===== config.mk =====
export PLATFORM = sky130hd
export DESIGN_NAME = bgf_host
export DESIGN_NICKNAME = d
export VERILOG_FILES = /design/src/hw/bgf_host.v
export VERILOG_INCLUDE_DIRS = /design/src /design/src/hw
export SDC_FILE = /design/constraint.sdc
export NUM_CORES = 1
export LEC_CHECK = 0
export BUFFER_PORTS_ARGS = -buffer_cell sky130_fd_sc_hd__buf_2
export CAP_MARGIN = 20
export CORE_UTILIZATION = 45
export DETAILED_ROUTE_END_ITERATION = 12
export PLACE_DENSITY = 0.69
export SLEW_MARGIN = 0
export SYNTH_ARGS = -nofsm -noshare
export SYNTH_HDL_FRONTEND = slang
export SYNTH_SLANG_ARGS = --single-unit

===== constraint.sdc =====
create_clock -name clk -period 3 [get_ports clk]
set_input_delay 0.3 -clock clk [delete_from_list [all_inputs] [get_ports clk]]
set_output_delay 0.3 -clock clk [all_outputs]
set_load 0.1 [all_outputs]

===== src/hw/bgf_map.vh =====
/*
 Constants for the board-side pin controller: register offsets, field
 positions, reset values and pin numbers of the host GPIO port.
 Assumes a 200 MHz clock and a 28-pin GPIO port seen from the board.
*/
// Contract
// - radio drives its interrupt high to request, low for none
// - one data pin shared by codec control bus and battery bus
// - one clock pin shared by codec control bus and battery bus
// - stereo codec external clock arrives on a dedicated input pin
// - user supplies radio port clock; pin is spare without radio
// - pin carries bus grant with companion, card interrupt otherwise; the code drives card interrupt only with neither module fitted
// - pin carries bus request with companion, card detect otherwise; the code drives card detect only with neither module fitted
// - pin carries graphics interrupt, else card battery status b; the code drives battery status b only with neither module fitted
// - pin carries companion interrupt, else card battery status a; the code drives battery status a only with neither module fitted
// - touch codec signals all its events on one shared interrupt pin
`ifndef BGF_MAP_VH
`define BGF_MAP_VH
`define BGF_NPIN 28
// register offsets
`define BGF_REG_CTRL 4'h0
`define BGF_REG_EVENT 4'h4
`define BGF_REG_DIV 4'h8
`define BGF_REG_STATUS 4'hC
// control fields
`define BGF_CTRL_COMPANION 0
`define BGF_CTRL_GRAPHICS 1
`define BGF_CTRL_RADIO 2
`define BGF_CTRL_CODEC_CLK 3
`define BGF_CTRL_RADIO_CLK 4
`define BGF_CTRL_RST 5'h00
// event fields
`define BGF_EV_RADIO_IRQ 0
`define BGF_EV_TOUCH_IRQ 1
`define BGF_EV_GFX_IRQ 2
`define BGF_EV_COMP_IRQ 3
`define BGF_EV_CARD_IRQ 4
`define BGF_EV_CD_A 5
`define BGF_EV_CD_B 6
`define BGF_EV_BATT_A 7
`define BGF_EV_BATT_B 8
`define BGF_EV_BUS_REQ 9
`define BGF_EV_SDA_LOW 10
`define BGF_EV_SCL_LOW 11
`define BGF_EV_RST 12'h060
// divider reset: half periods minus one, in clk cycles
`define BGF_DIV_RST 32'h0004_0004
// pin numbers
`define BGF_PIN_RADIO_IRQ 14
`define BGF_PIN_SDA 15
`define BGF_PIN_SCL 18
`define BGF_PIN_CODEC_CLK 19
`define BGF_PIN_RADIO_CLK 20
`define BGF_PIN_GRANT 21
`define BGF_PIN_REQ 22
`define BGF_PIN_TOUCH 23
`define BGF_PIN_GFX 24
`define BGF_PIN_COMP 25
`endif


===== src/hw/bgf_host.v =====
/*
 Board-side controller for the host GPIO port: drives interrupts, clocks,
 card signals and the shared open-drain serial lines onto the pins, and
 shows the filtered pin levels to software through a small register port.
 Assumes the pins are resolved by the bench from out and enable, and that
 the processor side drives its own outputs (power level, selects, clocks).
*/
`include "bgf_map.vh"
`timescale 1ns/100ps
`default_nettype none

module bgf_host
(
   input wire clk,
   input wire resetn,
   input wire [3:0] addr,
   input wire [31:0] wdata,
   input wire wr,
   input wire rd,
   output reg [31:0] rdata,
   input wire [27:0] gp_in,
   output reg [27:0] gp_out,
   output reg [27:0] gp_oe
);

   reg [4:0] ctrl_r;
   reg [11:0] event_r;
   reg [31:0] div_r;
   reg [27:0] sync1_r;
   reg [27:0] sync2_r;
   reg [27:0] sync3_r;
   reg [27:0] level_r;
   reg [15:0] ccnt_r;
   reg [15:0] rcnt_r;
   reg cclk_r;
   reg rclk_r;
   reg [27:0] out_nxt;
   reg [27:0] oe_nxt;
   wire companion;
   wire no_daughter;

   // one step of a half-period counter; wraps at the programmed limit
   function [15:0] div_step;
      input [15:0] cnt;
      input [15:0] lim;
      begin
         if (cnt >= lim)
            div_step = 16'h0000;
         else
            div_step = cnt + 16'h0001;
      end
   endfunction

   assign companion = ctrl_r[`BGF_CTRL_COMPANION];
   // no daughter board means neither module is fitted
   assign no_daughter = ~companion & ~ctrl_r[`BGF_CTRL_GRAPHICS];

   // register writes; software owns every board-side source level
   always @(posedge clk or negedge resetn)
   begin
      if (!resetn)
      begin
         ctrl_r <= `BGF_CTRL_RST;
         event_r <= `BGF_EV_RST;
         div_r <= `BGF_DIV_RST;
      end
      else if (wr)
      begin
         if (addr == `BGF_REG_CTRL)
            ctrl_r <= wdata[4:0];
         else if (addr == `BGF_REG_EVENT)
            event_r <= wdata[11:0];
         else if (addr == `BGF_REG_DIV)
            div_r <= wdata;
      end
   end

   // read port; data stand in the cycle after the strobe only
   always @(posedge clk or negedge resetn)
   begin
      if (!resetn)
         rdata <= 32'h0000_0000;
      else if (rd)
      begin
         if (addr == `BGF_REG_CTRL)
            rdata <= {27'h0000000, ctrl_r};
         else if (addr == `BGF_REG_EVENT)
            rdata <= {20'h00000, event_r};
         else if (addr == `BGF_REG_DIV)
            rdata <= div_r;
         else if (addr == `BGF_REG_STATUS)
            rdata <= {4'h0, level_r};
         else
            rdata <= 32'h0000_0000;
      end
      else
         rdata <= 32'h0000_0000;
   end

   // three-stage pin sampling; a high counts only once stages two and three
   // agree, so a single high sample never reaches software but a single low one does
   always @(posedge clk or negedge resetn)
   begin
      if (!resetn)
      begin
         sync1_r <= 28'h0000000;
         sync2_r <= 28'h0000000;
         sync3_r <= 28'h0000000;
         level_r <= 28'h0000000;
      end
      else
      begin
         sync1_r <= gp_in;
         sync2_r <= sync1_r;
         sync3_r <= sync2_r;
         level_r <= (sync2_r & sync3_r) | (level_r & ~(sync2_r ^ sync3_r));
      end
   end

   // clock generators for the codec external clock and radio port clock
   always @(posedge clk or negedge resetn)
   begin
      if (!resetn)
      begin
         ccnt_r <= 16'h0000;
         rcnt_r <= 16'h0000;
         cclk_r <= 1'b0;
         rclk_r <= 1'b0;
      end
      else
      begin
         ccnt_r <= div_step(ccnt_r, div_r[15:0]);
         rcnt_r <= div_step(rcnt_r, div_r[31:16]);
         if (!ctrl_r[`BGF_CTRL_CODEC_CLK])
            cclk_r <= 1'b0;
         else if (ccnt_r >= div_r[15:0])
            cclk_r <= ~cclk_r;
         if (!ctrl_r[`BGF_CTRL_RADIO_CLK] || !ctrl_r[`BGF_CTRL_RADIO])
            rclk_r <= 1'b0;
         else if (rcnt_r >= div_r[31:16])
            rclk_r <= ~rclk_r;
      end
   end

   // pin drive; pins the processor owns stay undriven here, including
   // the top two, the strap byte and both switch pins
   always @*
   begin
      out_nxt = 28'h0000000;
      oe_nxt = 28'h0000000;
      // radio interrupt exists only with the radio fitted
      if (ctrl_r[`BGF_CTRL_RADIO])
      begin
         oe_nxt[`BGF_PIN_RADIO_IRQ] = 1'b1;
         out_nxt[`BGF_PIN_RADIO_IRQ] = event_r[`BGF_EV_RADIO_IRQ];
      end
      // open drain: only ever pull low, never drive high
      oe_nxt[`BGF_PIN_SDA] = event_r[`BGF_EV_SDA_LOW];
      oe_nxt[`BGF_PIN_SCL] = event_r[`BGF_EV_SCL_LOW];
      oe_nxt[`BGF_PIN_CODEC_CLK] = ctrl_r[`BGF_CTRL_CODEC_CLK];
      out_nxt[`BGF_PIN_CODEC_CLK] = cclk_r;
      oe_nxt[`BGF_PIN_RADIO_CLK] = ctrl_r[`BGF_CTRL_RADIO_CLK]
                                   & ctrl_r[`BGF_CTRL_RADIO];
      out_nxt[`BGF_PIN_RADIO_CLK] = rclk_r;
      // grant is the processor's output with either module fitted; card irq with neither
      if (no_daughter)
      begin
         oe_nxt[`BGF_PIN_GRANT] = 1'b1;
         out_nxt[`BGF_PIN_GRANT] = event_r[`BGF_EV_CARD_IRQ];
      end
      // request from the companion, combined card detect with neither module
      if (companion)
      begin
         oe_nxt[`BGF_PIN_REQ] = 1'b1;
         out_nxt[`BGF_PIN_REQ] = event_r[`BGF_EV_BUS_REQ];
      end
      else if (no_daughter)
      begin
         oe_nxt[`BGF_PIN_REQ] = 1'b1;
         // AND of both detects: low while a card sits in the socket
         out_nxt[`BGF_PIN_REQ] = event_r[`BGF_EV_CD_A]
                                 & event_r[`BGF_EV_CD_B];
      end
      // one line carries every touch codec event
      oe_nxt[`BGF_PIN_TOUCH] = 1'b1;
      out_nxt[`BGF_PIN_TOUCH] = event_r[`BGF_EV_TOUCH_IRQ];
      oe_nxt[`BGF_PIN_GFX] = 1'b1;
      if (no_daughter)
         out_nxt[`BGF_PIN_GFX] = event_r[`BGF_EV_BATT_B];
      else
         out_nxt[`BGF_PIN_GFX] = event_r[`BGF_EV_GFX_IRQ];
      oe_nxt[`BGF_PIN_COMP] = 1'b1;
      if (no_daughter)
         out_nxt[`BGF_PIN_COMP] = event_r[`BGF_EV_BATT_A];
      else
         out_nxt[`BGF_PIN_COMP] = event_r[`BGF_EV_COMP_IRQ];
   end

   // registered pin outputs; adds one cycle of latency to every source
   always @(posedge clk or negedge resetn)
   begin
      if (!resetn)
      begin
         gp_out <= 28'h0000000;
         gp_oe <= 28'h0000000;
      end
      else
      begin
         gp_out <= out_nxt;
         gp_oe <= oe_nxt;
      end
   end

endmodule

`default_nettype wire


### Yosys cells after proc, flatten, opt, wreduce, memory -nomap -nowiden

Index checks and enable logic that the tools add are counted.
Widths: inputs -> output; s select.

| word-level totals | value |
|---|---|
| flip-flop bits (word level) | 243 |
| bits of input ports | 68 |
| word-level logic and storage cells | 64 |
| output and inout bits | 88 |

| cells by class | value |
|---|---|
| eq/ne operators | 4 |
| $add $sub $neg | 2 |
| mux-type cells | 20 |
| order comparisons | 2 |
| bitwise logic cells | 14 |
| reduce and logical (&&, ||, !) cells | 8 |

Operators with widths:

| cell | count |
|---|---|
| $mux 32 | 4 |
| $and 28x28->28 | 2 |
| $add 16x1->16 const B | 2 |
| $ge 16x16->1 | 2 |
| $mux 16 | 2 |
| $mux 28 | 1 |
| $not 28->28 | 1 |
| $or 28x28->28 | 1 |
| $xor 28x28->28 | 1 |
| $mux 1 | 13 |
| $eq 4x4->1 const B | 2 |
| $not 1->1 | 6 |
| $eq 4x3->1 const B | 1 |
| $logic_not 4->1 | 1 |
| $reduce_and 4->1 | 1 |
| $and 1x1->1 | 3 |
| $reduce_and 3->1 | 1 |
| $logic_not 1->1 | 2 |
| $ne 2x1->1 const B | 1 |
| $reduce_and 2->1 | 1 |
| $reduce_bool 2->1 | 1 |
| $logic_or 1x1->1 | 1 |

### Depth between registers and ports, before layout

Gate-level depths: netlist of run 1.

| depth | value |
|---|---|
| word-level depth | 6 |
| mapped depth | 8 |

### Worst setup path before layout of run 1

Ideal clock, no wire load.

| timing path | value |
|---|---|
| kind | reg2reg |
| start | register ccnt_r[13] |
| end | register ccnt_r[11] |
| arrival | 1951 ps |
| path slack | 930 ps |
| cell stages (with the launch flop) | 8 |
| path buffers | 1 |
| clock period less this slack | 2070 ps |
| cell sequence | dfrtp_1 ha_1 nand4_1 or3_1 or4_1 o211ai_2 buf_6 nor2_1 |

| on the way | value |
|---|---|
| cells in the longest elaborated chain, start to end | 2 |

Ends and longest elaborated chain:

| element | line | text |
|---|---|---|
| start, declared | bgf_host.v:33 | `reg [15:0] ccnt_r;` |
| start signal, assigned | bgf_host.v:132 | `ccnt_r <= div_step(ccnt_r, div_r[15:0]);` |
| $ge 16x16->1 | bgf_host.v:47 | `if (cnt >= lim)` |
| $mux 16 | bgf_host.v:47 |  |

Every way passes these cells.
A chain may end at the register's enable or synchronous reset.

### Final worst setup path of run 1

| timing path | value |
|---|---|
| start | register ccnt_r[13] |
| end | register cclk_r |

| on the way | value |
|---|---|
| cells in the longest elaborated chain, start to end | 2 |

Ends and longest elaborated chain:

| element | line | text |
|---|---|---|
| $ge 16x16->1 | bgf_host.v:136 | `else if (ccnt_r >= div_r[15:0])` |
| $ne 2x1->1 (no line) | -- |  |
| end signal, assigned | bgf_host.v:137 | `cclk_r <= ~cclk_r;` |
| end, declared | bgf_host.v:35 | `reg cclk_r;` |

Every way passes these cells.

==> results of run 1 <==
==> worst paths after layout <==
kind,from,endpoint,slack (ns),depth (start not counted)
setup / recovery,ccnt_r[13]$_DFF_PN0_,cclk_r$_DFFE_PN0P_,0.62,6
hold / removal,wdata[21],div_r[21]$_DFFE_PN0P_,0.02,2
setup reg to reg,ccnt_r[13]$_DFF_PN0_,cclk_r$_DFFE_PN0P_,0.62,6
hold reg to reg,sync1_r[5]$_DFF_PN0_,sync2_r[5]$_DFF_PN0_,0.35,0
max in group asynchronous,resetn,div_r[2]$_DFFE_PN1P_,1.76,3
min in group asynchronous,resetn,sync2_r[10]$_DFF_PN0_,0.36,2
==> layout make-up <==
class	count	area, µm²
clock inverter	12	155.1
clock buffer	36	769.5
sequential	243	6086
multi-input combinational	423	3164
inverter	65	244.0
tap	275	344.1
fill	1783	9289
timing repair buffer	160	1036
==> logic make-up after synthesis <==
family	count (synthesis)	synth area share, %
buffers and inverters	121	6.363
XOR/XNOR	28	2.525
other	2	0.07731
adder cells (fa/ha/maj)	62	7.986
AO/OA/AOI/OAI	86	6.285
AND/OR/NAND/NOR	150	7.483
flip-flops	243	62.65
multiplexers	58	6.633
==> state kept, by name (all words and copies together), names as in the netlist <==
signal and cells:
cclk_r 1, ccnt_r 16, div_r 32, sync2_r 28, gp_out 8, sync1_r 28, sync3_r 28, gp_oe 8
level_r 28, rclk_r 1, rcnt_r 16, event_r 12, rdata 32, ctrl_r 5
==> report_power, final <==
part	leakage [nW]	internal (W)	switching, W
registers	3.01	0.00369	0.000324
logic	2.61	0.000567	0.00119
clock network	0.453	0.00206	0.00130
==> cell usage after synthesis, drive strengths merged (15+ instances only) <==
master  count  area share, %
a21o       28            2.2
a22oi      21            1.6
buf        49            3.6
dfrtp     239             62
ha         62            8.0
inv        65            2.5
mux2       51            5.9
nand2      23           0.89
nor2       69            2.7
xor2       15            1.4
==> layer usage <==
layer	GRT usage [%]	vias to the layer above	part of all wire [%]	wire (µm)
li1	-	2804	-	-
met1	23.06	2909	45	8453
met3	2.997	34	4.1	768
met4	4.949	2	2.0	364
met5	0	-	0.091	17
met2	29.63	129	49	9058
==> stage by stage <==
stage | utilization, % | hold slack [ns] | worst slack (ns) | instance area (µm²) | power [W]
floorplan | - | 0.004409 | 0.9304 | 9853 | 0.005372
global placement | 50.05 | 0.3320 | 0.6960 | 10550 | 0.005741
detailed placement | 50.05 | 0.3347 | 0.6544 | 10550 | 0.005799
CTS | 55.95 | 0.003681 | 0.6375 | 11800 | 0.009228
global route | 55.95 | 0.01825 | 0.5469 | 11800 | 0.009565
finish | 55.95 | 0.02241 | 0.6237 | 11800 | 0.009131
==> results.yml, run 1 <==
run_status:
  status: "finished clean"
global_route:
  grt_pass1_vias: 6019
  grt-ovfl-total: 0
  grt_pass1_wl_um: 30600
  antenna_found_initial: 1
  grtUsageTotal_pct: 17.48
  grt_max_degree: 89
clock_tree:
  cts_resized: 0
  clk_latency_ns: 0.52
  post-cts-setup-buffers: 0
  cts-htree-levels: 1
  cts_tree: "built"
  cts_hold_buf: 32
  cts_num_sinks: 243
  clk_pin_slew_ns: 0.06
  cts-root-buf: "clkbuf_16"
  cts_buffer_depth: 3
  cts_buffers: 27
die:
  die-area_um2: 22180
  num_rows: 53
  fp.dieW_um: 148.9
  initial_core_util_pct: 46.07
  num_io_pins: 156
  die_y_um: 148.9
  core_region_area_um2: 21090
synthesis:
  ys_seq_elements: 243
  synth_edf_count: 0
  syn_inst: 750
  ys.flop_type: "dfrtp_1"
  synth_warnings: 0
  synth_area_um2: 9714
  syn_avg_cell_area_um2: 12.95
  ys_seq_area_share_pct: 62.65
  async_reset_ff_share_pct: 100.0
  synth_cell_types: 41
final_layout:
  final_common_cell: "dfrtp_1"
  fin_cells: 1214
  diodes: 0
  finalNetCount: 1050
  synthToLayoutAreaGrowth_pct: 21.46
  layout-drive-gt1-share_pct: 24.81
  most-common-layout-cells: "dfrtp_1 (239), buf_2 (116), nor2_1 (69), inv_1 (65), ha_1 (62)"
timing:
  worst_pin_slew_ns: 0.8149
  maxSlewHeadroom_pct: 45.52
  finalSetupViolCount: 0
  fin_setup_tns_ns: 0
  fin_worst_skew_ns: 0.01247
  finalCriticalPeriod_ns: 2.376
  finalCritPeriodShare_pct: 79.21
  rsz0062_at_grt: "false"
  clock.fmax_mhz: 420.8
  slew_viol_final: 0
  hold_viol: 0
min_path:
  min_path_type: "input port to flop"
job:
  maxCapViolCount: 0
place:
  dp.cells: 1134
  io_buffers: 117
  place_hpwl_um: 12600
  gp_congestion: 0.8352
power_and_ir_drop:
  p_per_area_nw_per_um2: 773.9
  ir_worst_vdd_mv: 0.4543
  p_leak_nw: 6.077
critical_path:
  endpoint_kind: "flop"
  cp.arrival_ns: 2.81
  worst_path_dominant_cell_family: "simple AND/OR/NAND/NOR gates"
  critPathBufInv: 0
  critPathKind: "flop to flop"
  required_ns: 3.44
  cpMaxStageDelayCell: "or4_1"
  cp_cell_sequence: "ha_1, nand4_1, or3_1, or4_1, o211ai_2, mux2i_1"
  startpoint_type: "flop"
  crit_path_max_fanout: 17
  cpPeakStageDelay_ns: 0.43
drt:
  post_drt_wl_per_cell_um: 15.37
  via_per_inst: 4.842
  drc: 0
  totalWireLength_um: 18660
  drt_iter0_drc: 210
  routed-via-count: 5878
  first_pass_iters: 7
  postRouteAntennaNets: 0
Note: power is estimated with default switching activity, not from simulation.
==> run 2: changes to the inputs <==
ABC_AREA = 1   (was not set)
PLACE_DENSITY = 0.71   (was 0.69)
clock period = 2.1 ns   (was 3 ns; I/O delays follow)
==> run 2 against run 1 <==
Effect of this change:
- the flow now finishes with violations (DRC)
- critical path depth increased by 5
- worst setup slack worse by 0.34 ns
- sequential cell count is the same
- power grew 33%
- core utilization up 0.11 points
- clock power increased by 31%
- global-route usage rose by 1.4 points
- register-to-register slack lost 0.34 ns
- largest cell class unchanged
- die area grew 4.3%
==> results.yml, run 2 <==
critical_path:
  r2r-start: "div_r[18]$_DFFE_PN1P_"
  critPathBufInv: 2
  r2r_slack_ns: 0.28
  cp_cell_sequence: "inv_1, ha_1, nand2_1, inv_1, nand2_1, nand2_1, nand2_1, nand2_1, nand2_1, nand2_2, nor3_1"
  cpMostUsedCell: "nand2_1"
  reg2reg_depth: 11
  cp.arrival_ns: 2.23
  startpoint_type: "flop"
  required_ns: 2.51
  critPathKind: "flop to flop"
  worst_path_dominant_cell_family: "simple AND/OR/NAND/NOR gates"
  crit_start: "div_r[18]$_DFFE_PN1P_"
  endpoint_kind: "flop"
  cpPeakStageDelay_ns: 0.52
  endpoint: "rcnt_r[8]$_DFF_PN0_"
  cpMaxStageDelayCell: "dfstp_2"
  cp_num_cells: 11
  r2r-end: "rcnt_r[8]$_DFF_PN0_"
  crit_path_max_fanout: 17
power_and_ir_drop:
  p_clk_share_pct: 36.2
  p_leak_nw: 6.384
  ir_worst_vdd_mv: 0.6386
  sw_frac_of_total_pct: 30.90
  power.switching_w: 0.003751
  internal-power_w: 0.008388
  comb_power_share_pct: 18.8
  p_per_area_nw_per_um2: 986.2
  seqPwrFrac_pct: 45.0
global_route:
  grt-ovfl-total: 0
  antenna_found_initial: 4
  use_met2_pct: 30.72
  grtUsageTotal_pct: 18.92
  global_route.usage.met1_pct: 24.88
  grt_use_met3_pct: 3.822
  grt_pass1_wl_um: 35120
  grt_max_degree: 70
  grt_pass1_vias: 7056
  gr-max-usage-layer: "met2"
timing:
  slew_viol_final: 0
  worst_pin_slew_ns: 0.6168
  fin_setup_tns_ns: 0
  hold_viol: 0
  whs_ns: 0.02918
  rsz0062_at_grt: "false"
  finalCriticalPeriod_ns: 1.818
  clock.fmax_mhz: 550.2
  fin_ws_ns: 0.2824
  maxSlewHeadroom_pct: 58.84
  finalCritPeriodShare_pct: 86.55
  finalSetupViolCount: 0
  fin_worst_skew_ns: 0.01008
clock_tree:
  clk_latency_ns: 0.51
  cts_buffer_depth: 3
  clk_pin_slew_ns: 0.06
  cts_tree: "built"
  cts_resized: 0
  cts_buffers: 26
  cts_num_sinks: 243
  cts-htree-levels: 1
  cts-root-buf: "clkbuf_16"
  cts_hold_buf: 56
  post-cts-setup-buffers: 0
synthesis:
  synth_area_leaders: "dfrtp_1 (59%), ha_1 (7.7%), inv_1 (5.1%), nand2_1 (4.8%), nor2_1 (3.3%)"
  synth_cell_types: 38
  synth_warnings: 0
  ys.flop_type: "dfrtp_1"
  syn_inst: 962
  yosysMostFrequentCell: "dfrtp_1"
  ys_seq_area_share_pct: 60.02
  yosys.area.top_type_share_pct: 58.98
  synth_edf_count: 0
  syn_avg_cell_area_um2: 10.54
  yosysTopAreaCell: "dfrtp_1"
  synth_commonest_cells: "dfrtp_1 (239), inv_1 (139), nand2_1 (130)"
  ys_seq_elements: 243
  synth_area_um2: 10140
  async_reset_ff_share_pct: 100.0
die:
  initial_core_util_pct: 46.18
  core_region_area_um2: 21960
  fp.dieW_um: 152.1
  num_io_pins: 156
  die-area_um2: 23140
  num_rows: 54
  die_y_um: 152.1
place:
  placed_cell_area_um2: 10900
  place_hpwl_um: 14520
  io_buffers: 117
  dp_slack_ns: 0.2882
  gp_congestion: 0.7912
run_status:
  violations: "DRC"
  status: "finished, violations left"
drt:
  totalWireLength_um: 20950
  drc: 20
  first_pass_iters: 9
  drt_iter0_drc: 568
  postRouteAntennaNets: 0
  routed-via-count: 6994
  post_drt_wl_per_cell_um: 14.42
  via_per_inst: 4.813
final_layout:
  top_regs: "div_r: 32 flops, rdata: 32 flops"
  synthToLayoutAreaGrowth_pct: 21.40
  layout-drive-gt1-share_pct: 16.75
  finalNetCount: 1283
  most-common-layout-cells: "dfrtp_1 (239), inv_1 (139), nand2_1 (130), buf_2 (116), nor2_1 (89)"
  nFillCells: 1881
  final_cell_area_um2: 12310
  final_common_cell: "dfrtp_1"
min_path:
  min_path_type: "input port to flop"
job:
  maxCapViolCount: 0
-- run 2: changes by cell type after synthesis, sizes merged, moves of 29 or more --
| cell | change |
|---|---|
| inv | +76 |
| nand2 | +114 |
| mux2 | -50 |
| o21bai | +29 |
| a21oi | +40 |
| o21ai | +33 |
-- run 2: cells by family after synthesis --
kind of cell             Yosys count  synth area share (%)
AND/OR/NAND/NOR                  295                 12.69
flip-flops                       243                 60.02
buffers and inverters            200                 9.909
AO/OA/AOI/OAI                    143                 8.132
adder cells (fa/ha/maj)           62                 7.651
XOR/XNOR                          16                 1.382
other                              2               0.07407
multiplexers                       1                0.1480
-- run 2: how the worst min path moves through the flow --
stage	start	to	slack, ns	cells past startpoint
after global routing	wdata[0]	div_r[0]$_DFFE_PN0P_	0.03	3
after CTS	wdata[2]	div_r[2]$_DFFE_PN1P_	0.01	3
after floorplan	resetn	cclk_r$_DFFE_PN0P_	-0.09	0
after detailed placement	resetn	sync1_r[2]$_DFF_PN0_	0.23	1
final	wdata[2]	div_r[2]$_DFFE_PN1P_	0.03	3
after global placement	resetn	sync1_r[2]$_DFF_PN0_	0.22	1
-- run 2: power by group through the flow --
stage | Sequential [W] | Clock, W | Combinational [W]
detailed placement | 0.00554 | 0 | 0.00220
CTS | 0.00547 | 0.00450 | 0.00229
floorplan | 0.00597 | 0 | 0.00124
global placement | 0.00553 | 0 | 0.00214
finish | 0.00547 | 0.00439 | 0.00228
global route | 0.00553 | 0.00469 | 0.00253
-- run 2: metal layers --
layer	share of wire, %	routed length [µm]	vias to the layer above
met5	0.053	11	-
met4	3.5	741	2
met3	6.2	1298	58
met2	47	9799	217
met1	43	9099	3345
li1	-	-	3372
-- run 2: cell type report --
class | instances | area, µm² | share of cell area (%)
Sequential cell | 243 | 6086 | 49.44
Multi-Input combinational cell | 556 | 3188 | 25.90
Clock inverter | 9 | 87.58 | 0.7115
Timing Repair Buffer | 185 | 1309 | 10.63
Inverter | 141 | 531.8 | 4.320
Tap cell | 280 | 350.3 | 2.846
Clock buffer | 36 | 749.5 | 6.089
Antenna cell | 3 | 7.507 | 0.06099
-- run 2: tightest hold or removal path: cells and delay by family --
family                 cells  cell delay, ns
buffers and inverters      2            0.23
AOI/OAI and AO/OA          1            0.09
-- run 2: per-stage QoR --
step	utilization (%)	instances	power (W)
after floorplan	-	999	0.007207
after global placement	49.66	1349	0.007673
after detailed placement	49.66	1349	0.007741
after CTS	56.02	1450	0.01226
after global routing	56.05	1452	0.01275
final	56.06	1453	0.01214
